[src/verilog/fbws_pkg.sv]
// package of offsets, fields and timing for the flash block write sequencer
package fbws_pkg;
	// register byte addresses on the apb bus
	localparam logic [7:0] ADDR_LATCH = 8'h00; // table byte latch
	localparam logic [7:0] ADDR_PTR = 8'h04; // program byte pointer
	localparam logic [7:0] ADDR_CTRL = 8'h08; // flash control register
	localparam logic [7:0] ADDR_UNLOCK = 8'h0c; // flash unlock register
	localparam logic [7:0] ADDR_TBLWR = 8'h10; // table write op trigger
	localparam logic [7:0] ADDR_HOLD = 8'h14; // holding latch readback at pointer
	// flash control register fields
	localparam int CTRL_WR_BIT = 1; // write start bit
	localparam int CTRL_FLASH_WRITE_ENABLE_BIT = 2; // flash write enable
	localparam int CTRL_BUSY_BIT = 3; // long write in progress
	// table write op command field
	localparam int TBLWR_PREINC_BIT = 0; // pre-increment pointer before write
	localparam int TBLWR_POSTINC_BIT = 1; // post-increment pointer after write
	// unlock key values
	localparam logic [7:0] UNLOCK_KEY1 = 8'h55;
	localparam logic [7:0] UNLOCK_KEY2 = 8'haa;
	// block geometry
	localparam int BLOCK_BYTES = 64;
	localparam int BLOCK_IDX_W = 6;
	localparam int PTR_W = 21;
	// programming time
	localparam int PROG_TIME_US = 3000;
	localparam int CLK_MHZ = 50;
	localparam int PROG_CYCLES = PROG_TIME_US * CLK_MHZ;
	// reset values
	localparam logic [7:0] LATCH_RST = 8'hff;
	localparam logic [PTR_W-1:0] PTR_RST = 21'h000000;
	// sequencer states
	typedef enum logic [3:0] {
		FBWS_IDLE = 4'b0001,
		FBWS_KEY1 = 4'b0010,
		FBWS_ARMED = 4'b0100,
		FBWS_PROG = 4'b1000
	} fbws_state_t;
endpackage

[src/verilog/fbws_top.sv]
// flash block write sequencer: holding latches, unlock guard and timed long write
// Function
// - program only whole 64-byte blocks
// - provide 64 byte-wide holding latches
// - each table write moves one byte
// - table write touches only holding latch
// - array programmed only by long write
// - stall core during long write
// - internal timer ends long write
// - latches keep contents after programming
// - write enable bit 2 required
// - unlock writes 55h then aah
// - write bit after unlock starts programming
// - pointer selects target block at start
// - pointer is byte address, auto-advanced
module fbws_top #(
	parameter int PROG_CYCLES = fbws_pkg::PROG_CYCLES
) (
	// clock and reset
	input wire logic core_clk,
	input wire logic reset_n,
	// apb slave
	input wire logic psel,
	input wire logic penable,
	input wire logic pwrite,
	input wire logic [7:0] paddr,
	input wire logic [31:0] pwdata,
	output logic [31:0] prdata,
	output logic pready,
	output logic pslverr,
	// core side
	output logic core_stall,
	// flash array side
	output logic flash_prog,
	output logic [fbws_pkg::PTR_W-1:0] flash_block_addr,
	output logic [fbws_pkg::BLOCK_BYTES*8-1:0] flash_block_data,
	input wire logic flash_done
);
	logic [7:0] latch_q;
	logic [fbws_pkg::PTR_W-1:0] ptr_q;
	logic flash_write_enable_q;
	logic wr_q;
	logic [7:0] hold_q [fbws_pkg::BLOCK_BYTES];
	fbws_pkg::fbws_state_t state_q;
	logic [31:0] timer_q;
	logic [31:0] prdata_q;
	logic pready_q;
	logic pslverr_q;
	logic stall_q;
	logic prog_q;
	logic [fbws_pkg::PTR_W-1:0] blk_q;
	logic done_s1_q;
	logic done_s2_q;
	logic acc;
	logic wr_acc;
	logic rd_acc;
	logic tbl_wr;
	logic [fbws_pkg::PTR_W-1:0] wr_ptr;
	logic start;
	logic known;
	logic timer_end;

	// one access phase per transfer, answered with pready the cycle after
	assign acc = psel && penable && !pready_q;
	assign wr_acc = acc && pwrite;
	assign rd_acc = acc && !pwrite;
	assign tbl_wr = wr_acc && paddr == fbws_pkg::ADDR_TBLWR;
	assign known = paddr == fbws_pkg::ADDR_LATCH || paddr == fbws_pkg::ADDR_PTR
		|| paddr == fbws_pkg::ADDR_CTRL || paddr == fbws_pkg::ADDR_UNLOCK
		|| paddr == fbws_pkg::ADDR_TBLWR || paddr == fbws_pkg::ADDR_HOLD;
	// pre-increment variant uses the advanced pointer for the latch index
	assign wr_ptr = pwdata[fbws_pkg::TBLWR_PREINC_BIT] ? ptr_q + 1'b1 : ptr_q;
	// write bit only honoured when armed by unlock and enabled
	assign start = wr_acc && paddr == fbws_pkg::ADDR_CTRL && pwdata[fbws_pkg::CTRL_WR_BIT]
		&& pwdata[fbws_pkg::CTRL_FLASH_WRITE_ENABLE_BIT] && flash_write_enable_q && state_q == fbws_pkg::FBWS_ARMED;
	assign timer_end = state_q == fbws_pkg::FBWS_PROG && timer_q == 32'h0;

	// bus answer and read mux
	always_ff @(posedge core_clk or negedge reset_n) begin
		if (!reset_n) begin
			pready_q <= 1'b0;
			pslverr_q <= 1'b0;
			prdata_q <= 32'h0;
		end else begin
			pready_q <= acc;
			pslverr_q <= acc && !known;
			prdata_q <= 32'h0;
			if (rd_acc) begin
				case (paddr)
					fbws_pkg::ADDR_LATCH: prdata_q <= {24'h0, latch_q};
					fbws_pkg::ADDR_PTR: prdata_q <= {11'h0, ptr_q};
					fbws_pkg::ADDR_CTRL: prdata_q <= {28'h0, stall_q, flash_write_enable_q, wr_q, 1'b0};
					fbws_pkg::ADDR_HOLD: prdata_q <= {24'h0, hold_q[ptr_q[5:0]]};
					default: prdata_q <= 32'h0;
				endcase
			end
		end
	end

	// table byte latch
	always_ff @(posedge core_clk or negedge reset_n) begin
		if (!reset_n) begin
			latch_q <= fbws_pkg::LATCH_RST;
		end else if (wr_acc && paddr == fbws_pkg::ADDR_LATCH) begin
			latch_q <= pwdata[7:0];
		end
	end

	// program byte pointer, loaded directly or advanced by a table write
	always_ff @(posedge core_clk or negedge reset_n) begin
		if (!reset_n) begin
			ptr_q <= fbws_pkg::PTR_RST;
		end else if (wr_acc && paddr == fbws_pkg::ADDR_PTR) begin
			ptr_q <= pwdata[fbws_pkg::PTR_W-1:0];
		end else if (tbl_wr) begin
			ptr_q <= pwdata[fbws_pkg::TBLWR_POSTINC_BIT] ? wr_ptr + 1'b1 : wr_ptr;
		end
	end

	// holding latches: one per byte, never cleared by programming
	genvar gi;
	generate
		for (gi = 0; gi < fbws_pkg::BLOCK_BYTES; gi++) begin : g_hold
			always_ff @(posedge core_clk or negedge reset_n) begin
				if (!reset_n) begin
					hold_q[gi] <= fbws_pkg::LATCH_RST;
				end else if (tbl_wr && wr_ptr[5:0] == 6'(gi)) begin
					hold_q[gi] <= latch_q;
				end
			end
		end
	endgenerate

	// write enable and write bit of the control register
	always_ff @(posedge core_clk or negedge reset_n) begin
		if (!reset_n) begin
			flash_write_enable_q <= 1'b0;
			wr_q <= 1'b0;
		end else begin
			if (wr_acc && paddr == fbws_pkg::ADDR_CTRL) begin
				flash_write_enable_q <= pwdata[fbws_pkg::CTRL_FLASH_WRITE_ENABLE_BIT];
			end
			if (start) begin
				wr_q <= 1'b1;
			end else if (timer_end) begin
				wr_q <= 1'b0;
			end
		end
	end

	// unlock guard and long write sequencer
	always_ff @(posedge core_clk or negedge reset_n) begin
		if (!reset_n) begin
			state_q <= fbws_pkg::FBWS_IDLE;
			timer_q <= 32'h0;
			blk_q <= fbws_pkg::PTR_RST;
		end else begin
			case (state_q)
				fbws_pkg::FBWS_IDLE: begin
					if (wr_acc && paddr == fbws_pkg::ADDR_UNLOCK
						&& pwdata[7:0] == fbws_pkg::UNLOCK_KEY1) begin
						state_q <= fbws_pkg::FBWS_KEY1;
					end
				end
				fbws_pkg::FBWS_KEY1: begin
					if (wr_acc) begin
						state_q <= (paddr == fbws_pkg::ADDR_UNLOCK
							&& pwdata[7:0] == fbws_pkg::UNLOCK_KEY2)
							? fbws_pkg::FBWS_ARMED : fbws_pkg::FBWS_IDLE;
					end
				end
				fbws_pkg::FBWS_ARMED: begin
					if (start) begin
						state_q <= fbws_pkg::FBWS_PROG;
						timer_q <= 32'(PROG_CYCLES - 1);
						blk_q <= {ptr_q[fbws_pkg::PTR_W-1:6], 6'h00};
					end else if (wr_acc) begin
						state_q <= fbws_pkg::FBWS_IDLE;
					end
				end
				fbws_pkg::FBWS_PROG: begin
					if (timer_end) begin
						state_q <= fbws_pkg::FBWS_IDLE;
					end else begin
						timer_q <= timer_q - 32'h1;
					end
				end
				default: state_q <= fbws_pkg::FBWS_IDLE;
			endcase
		end
	end

	// core stall and flash array strobes follow the programming state
	always_ff @(posedge core_clk or negedge reset_n) begin
		if (!reset_n) begin
			stall_q <= 1'b0;
			prog_q <= 1'b0;
			done_s1_q <= 1'b0;
			done_s2_q <= 1'b0;
		end else begin
			done_s1_q <= flash_done;
			done_s2_q <= done_s1_q;
			stall_q <= start || (state_q == fbws_pkg::FBWS_PROG && !timer_end);
			prog_q <= start;
		end
	end

	// block data image from the holding latches
	generate
		for (gi = 0; gi < fbws_pkg::BLOCK_BYTES; gi++) begin : g_data
			assign flash_block_data[gi*8 +: 8] = hold_q[gi];
		end
	endgenerate

	assign prdata = prdata_q;
	assign pready = pready_q;
	assign pslverr = pslverr_q;
	assign core_stall = stall_q;
	assign flash_prog = prog_q;
	assign flash_block_addr = blk_q;
endmodule // fbws_top

[config.mk]
export PLATFORM = sky130hd
export DESIGN_NAME = fbws_top
export DESIGN_NICKNAME = d
export VERILOG_FILES = /design/src/verilog/fbws_pkg.sv /design/src/verilog/fbws_top.sv
export SDC_FILE = /design/constraint.sdc
export NUM_CORES = 1
export LEC_CHECK = 0
export BUFFER_PORTS_ARGS = -buffer_cell sky130_fd_sc_hd__buf_2
export CAP_MARGIN = 20
export CORE_AREA = 2 2 236 238
export CTS_CLUSTER_DIAMETER = 150
export DETAILED_ROUTE_END_ITERATION = 10
export DIE_AREA = 0 0 238 240
export PLACE_DENSITY = 0.9
export SETUP_SLACK_MARGIN = 0.4
export SLEW_MARGIN = 0
export SYNTH_ARGS = -nofsm -noshare
export SYNTH_HDL_FRONTEND = slang
export SYNTH_SLANG_ARGS = --single-unit
[constraint.sdc]
create_clock -name core_clk -period 7.8 [get_ports core_clk]
set_clock_uncertainty 0.1 [all_clocks]
set_input_delay 0 -clock core_clk [delete_from_list [all_inputs] [get_ports core_clk]]
set_output_delay 0 -clock core_clk [all_outputs]
set_load 0.01 [all_outputs]
==> impl_metrics.toml, run 1 <==
[timing]
slew_violations = 0
tightest_slew_ns = 1.30
holdWs_ns = 0.0837
setup_violations = 0
tns_ns = 0
period_share = 0.631
timing.fmax_mhz = 203
hold_viol = 0
rsz0062_at_grt = "no"
finalCriticalPeriod_ns = 4.92
relSlewSlack = 0.132

[grt]
grt_util_all_layers = 0.363
grt_pass1_vias = 22587
grt-ovfl-total = 0
antenna_found_initial = 2
grt_max_degree = 182
grt_pass1_wl_um = 152000

[floorplan]
fp-row-count = 86
pin_count = 615
dieHeight_um = 240
die-width_um = 238
start_util = 0.546
fp.dieArea_mm2 = 0.0571
coreArea_mm2 = 0.0547

[cts]
cts_buffer_depth = 3
h-tree-depth = 3
clk_latency_ns = 0.64
cts_root_buf = "clkbuf_16"
numClockSinks = 619
cts_made_buffers = 67
clk_pin_slew_ns = 0.06
cts_tree = "built"
postCtsSetupBuffers = 0

[synthesis]
ys_ff_latch = 619
synth_xor_area_frac = 0.0112
yosysSeqAreaShare = 0.541
yosys_most_used_dff = "dfstp_2"
syn-cell-area_mm2 = 0.0298
ys_types = 72
syn_avg_cell_area_um2 = 14.4
synthArstFlopShare = 1.00
synth_top_family_by_area = "multiplexers"
synthSimpleGateAreaFrac = 0.0688
synth_compound_area_frac = 0.0278
ys.warnings.count = 0
synth_adder_area_share = 0.00252
syn_inst = 2078
synth_mux_area_frac = 0.324
synth_edf_count = 0

[critical_path]
worstPathArrival_ns = 5.31
critPathKind = "reg2reg"
r2r-start = "ptr_q[0]$_DFFE_PN0P_"
reg2reg_to = "prdata[5]$_DFF_PN0_"
worstPathRequired_ns = 8.19
r2r_cells = 8
endpoint_kind = "register"
critPathLaunch = "ptr_q[0]$_DFFE_PN0P_"
cp_max_fo = 43
r2r_slack_ns = 2.88
start_kind = "register"

[min_path]
hp-class = "in2reg"
hold_path_end = "ptr_q[9]$_DFFE_PN0P_"
hold_depth = 4
hp-start = "pwdata[9]"

[route]
drc = 0
drtIter0Drc = 2300
ant_nets = 0
viasPerCell = 6.43
firstDrtPassIters = 7
routed_wl_um = 105000
wl_per_cell_um = 30.6
vias = 22097

[power]
p_leak_nw = 16.3
p_per_area_mw_per_mm2 = 184
ir_drop_mv = 0.176

[cells_and_area]
drive_above_1_share = 0.719
nets = 2733
fin_util = 0.661
postLayoutCellArea_mm2 = 0.0361
area_growth_pct = 21.1

[outcome]
status = "complete, no violations"

[place]
gp_congestion = 0.932
postPlaceCellArea_mm2 = 0.0333
io_buffers = 585
post-dp-hpwl_um = 70500

[job]
cap_violations = 0
## cell families after synthesis
| logic type | count (synthesis) |
|---|---|
| flip-flops | 619 |
| adder cells (fa/ha/maj) | 6 |
| XOR/XNOR | 38 |
| multiplexers | 697 |
| AND/OR/NAND/NOR | 419 |
| buffers and inverters | 173 |
| AO/OA/AOI/OAI | 125 |
| other | 1 |
## Yosys cell counts (8+ instances only)
| master | count | share of area |
|---|---|---|
| mux2_2 | 530 | 0.20 |
| dfstp_2 | 521 | 0.46 |
| mux4_2 | 161 | 0.12 |
| nor2_1 | 124 | 0.016 |
| nand2_1 | 120 | 0.015 |
| clkbuf_1 | 114 | 0.014 |
| dfrtp_1 | 98 | 0.082 |
| o21ai_0 | 36 | 0.0060 |
| a21oi_1 | 29 | 0.0049 |
| nand3_1 | 29 | 0.0049 |
| xnor2_1 | 28 | 0.0082 |
| nor3_1 | 25 | 0.0042 |
| and3_1 | 21 | 0.0044 |
| buf_4 | 18 | 0.0045 |
| buf_2 | 15 | 0.0025 |
| inv_1 | 15 | 0.0019 |
| nor4_1 | 15 | 0.0031 |
| nand4_1 | 12 | 0.0025 |
| buf_1 | 10 | 0.0013 |
| or3_1 | 10 | 0.0021 |
| xor2_1 | 10 | 0.0029 |
| nor2b_1 | 8 | 0.0017 |
## timing repair
action,in CTS,in global routing
gates resized for setup,0,0
endpoints found under the setup margin,0,0
hold buffers,42,0
hold endpoints to repair,154,0
## worst max-delay path by stage
stage,to,depth (start not counted),slack [ns]
6_report,prdata[5]$_DFF_PN0_,8,2.88
4_1_cts,prdata[5]$_DFF_PN0_,8,2.87
2_1_floorplan,ptr_q[18]$_DFFE_PN0P_,14,4.38
3_3_place_gp,prdata[5]$_DFF_PN0_,8,2.93
5_1_grt,ptr_q[17]$_DFFE_PN0P_,10,2.60
3_5_place_dp,prdata[5]$_DFF_PN0_,8,2.89
## metrics by stage
step | setup WS [ns] | power [mW] | instances
global placement | 2.93 | 3.48 | 3256
finish | 2.88 | 6.66 | 3435
detailed placement | 2.89 | 3.49 | 3259
floorplan | 4.38 | 3.39 | 2094
CTS | 2.87 | 6.68 | 3419
global route | 2.60 | 6.83 | 3434
## sequential cells by signal, summed over array words and instances (netlist names), 4 cells and up
signal / flops
flash_block_addr: 15
flash_block_data: 512
latch_q: 8
prdata: 21
ptr_q: 21
state_q: 4
timer_q: 32
## critical path, cell delays in order, from the launching register on
cell and delay, ns:
dfrtp_4 0.88, buf_4 0.73, buf_4 0.81, mux4_2 0.62
mux4_2 0.52, mux2i_1 0.46, o21ai_0 0.16, a222oi_1 0.28
nor2_1 0.07
## layout make-up
class / instances / area, um2
Fill cell: 3661 / 18500
Sequential cell: 619 / 16200
Multi-Input combinational cell: 1302 / 13000
Timing Repair Buffer: 676 / 3830
Clock buffer: 98 / 1900
Tap cell: 704 / 881
Clock inverter: 20 / 273
Inverter: 15 / 56.3
Antenna cell: 1 / 2.50
## routing by layer
layer	track usage	up-vias	wire, um	share of wire
li1	-	8886	-	-
met1	0.441	11438	37200	0.35
met2	0.589	1439	50900	0.48
met3	0.113	334	11400	0.11
met4	0.183	0	5510	0.053
met5	0	-	0	0
## cells in the final DEF, fill, tap and decap left out, types with 20 or more instances in the layout
| master | n |
|---|---|
| a21oi_1 | 29 |
| xnor2_1 | 28 |
| and3_1 | 21 |
| clkbuf_1 | 20 |
| nor3_1 | 25 |
| nand3_1 | 29 |
| nor2_1 | 124 |
| buf_4 | 39 |
| clkbuf_16 | 67 |
| mux2_2 | 530 |
| nand2_1 | 120 |
| dfstp_2 | 521 |
| buf_2 | 584 |
| dlygate4sd3_1 | 41 |
| mux4_2 | 161 |
| o21ai_0 | 36 |
| dfrtp_1 | 94 |
## power by group
group / total, mW / switching, mW / internal, mW
Sequential: 3.26 / 0.0225 / 3.24
Combinational: 0.209 / 0.143 / 0.0659
Clock: 3.20 / 1.38 / 1.82
Total: 6.66 / 1.54 / 5.12
(Power assumes the default switching activity.)
==> run 2, diff against run 1 <==
clock period = 5 ns   (was 7.8 ns; I/O delays follow)
==> run 2 against run 1 <==
Effect of this change: total power up 58%; critical path type unchanged; highest routed layer unchanged; via count up 0.80%; non-clock buffer count up 24; wire length up 0.44%; clock power up 59%; maximum frequency up 16%; sequential share of layout area down 0.28 points.
==> impl_metrics.toml, run 2 (synthesis gave the netlist of run 1 again) <==
[cts]
clk_pin_slew_ns = 0.06
numClockSinks = 619
h-tree-depth = 3
cts_root_buf = "clkbuf_16"
cts_tree = "built"
cts_buffer_depth = 3
cts_made_buffers = 68
clk_latency_ns = 0.62

[floorplan]
die-width_um = 238
pin_count = 615
coreArea_mm2 = 0.0547
start_util = 0.546
fp-row-count = 86
fp.dieArea_mm2 = 0.0571
dieHeight_um = 240

[grt]
grt_util_all_layers = 0.366
grt_max_degree = 165
grt_pass1_wl_um = 153000
antenna_found_initial = 0
grt-ovfl-total = 0
grt_pass1_vias = 23211

[critical_path]
worstPathRequired_ns = 5.43
crit_path_max_incr_delay_ns = 1.06
cpMostUsedCell = "nor2_1"
worstPathCellList = "nand3b_1 > dlygate4sd3_1 > inv_1 > and2_1 > nand3_1 > buf_4 > nor2_1 > nand2_1 > nor2_1 > mux2_2"
critPathLaunch = "pready$_DFF_PN0_"
endpoint_kind = "register"
r2r-start = "pready$_DFF_PN0_"
cp_slowest_cell = "nor2_1"
worstPathArrival_ns = 4.68
critPathKind = "reg2reg"
cp_max_fo = 16
start_kind = "register"

[cells_and_area]
num_antenna_cells = 0
postLayoutCellArea_mm2 = 0.0364
area_growth_pct = 21.9
drive_above_1_share = 0.724
final_cell_mix = "buf_2, mux2_2, dfstp_2"
nets = 2758
largest_register_ffs = 512
final_common_cell = "buf_2"

[timing]
rsz0062_at_grt = "no"
tightest_slew_ns = 1.24
tns_ns = 0
timing.fmax_mhz = 236
hold_viol = 0
period_share = 0.849
setup_violations = 0
finalCriticalPeriod_ns = 4.25
relSlewSlack = 0.173
slew_violations = 0

[place]
postPlaceCellArea_mm2 = 0.0336
io_buffers = 585
gp_congestion = 0.914
post-dp-hpwl_um = 71000

[route]
drc = 0
vias = 22273
routed_wl_um = 105000
viasPerCell = 6.44
firstDrtPassIters = 6
drtIter0Drc = 2428
wl_per_cell_um = 30.5
ant_nets = 0

[power]
p_per_area_mw_per_mm2 = 289
p_leak_nw = 16.5
ir_drop_mv = 0.292

[min_path]
hp-start = "pwdata[19]"
hp-class = "in2reg"

[job]
cap_violations = 0

[outcome]
status = "complete, no violations"
==> run 2: final cells by class <==
class / count / area (um2)
Tap cell: 704 / 881
Timing Repair Buffer: 700 / 4010
Multi-Input combinational cell: 1302 / 13000
Clock buffer: 89 / 1880
Inverter: 15 / 56.3
Clock inverter: 29 / 350
Fill cell: 3647 / 18300
Sequential cell: 619 / 16200
==> run 2: layer usage <==
layer,track usage,vias to the layer above,part of all wire
met4,0.206,0,0.062
met5,0,-,0
li1,-,8941,-
met2,0.587,1511,0.48
met1,0.441,11461,0.35
met3,0.115,360,0.11
==> run 2: timing repair <==
item | CTS | global route
setup buffers | 0 | 0
endpoints found under the hold margin | 171 | 0
gates resized for setup | 0 | 0
hold buffers | 42 | 0
==> run 2: critical path, delay by kind of cell (launching register included) <==
kind          cells  cell delay, ns
flops             1            0.38
buf+inv           3            1.01
simple gates      6            2.22
mux               1            0.44
==> run 2: path summary, 6_finish.rpt <==
| path | end | slack, ns | cells after the start |
|---|---|---|---|
| worst max-delay path | flash_block_data[190]$_DFFE_PN1P_ | 0.75 | 10 |
| worst min-delay path | ptr_q[19]$_DFFE_PN0P_ | 0.07 | 3 |
| worst max register to register | flash_block_data[190]$_DFFE_PN1P_ | 0.75 | 10 |
| worst min register to register | flash_block_addr[16]$_DFFE_PN0P_ | 0.38 | 2 |
| max in group asynchronous | flash_block_data[411]$_DFFE_PN1P_ | 3.20 | 4 |
| min in group asynchronous | state_q[1]$_DFFE_PN0P_ | 0.42 | 3 |
==> run 2: stage by stage <==
stage / hold slack [ns] / worst slack, ns / total power [mW] / std cells / util
2_1_floorplan: -0.396 / 1.58 / 5.29 / 2094 / -
3_3_place_gp: 0.0132 / 1.27 / 5.43 / 3295 / 0.615
3_5_place_dp: 0.0245 / 1.17 / 5.45 / 3295 / 0.615
4_1_cts: 0.0334 / 0.976 / 10.5 / 3455 / 0.664
5_1_grt: 0.0572 / 0.637 / 10.8 / 3458 / 0.665
6_report: 0.0669 / 0.755 / 10.5 / 3458 / 0.665
==> run 2: report_power, final <==
| part | total, mW | switching [mW] | internal (mW) |
|---|---|---|---|
| clock | 5.09 | 2.12 | 2.98 |
| sequential | 5.08 | 0.0292 | 5.05 |
| combinational | 0.330 | 0.227 | 0.103 |
| total | 10.5 | 2.37 | 8.13 |
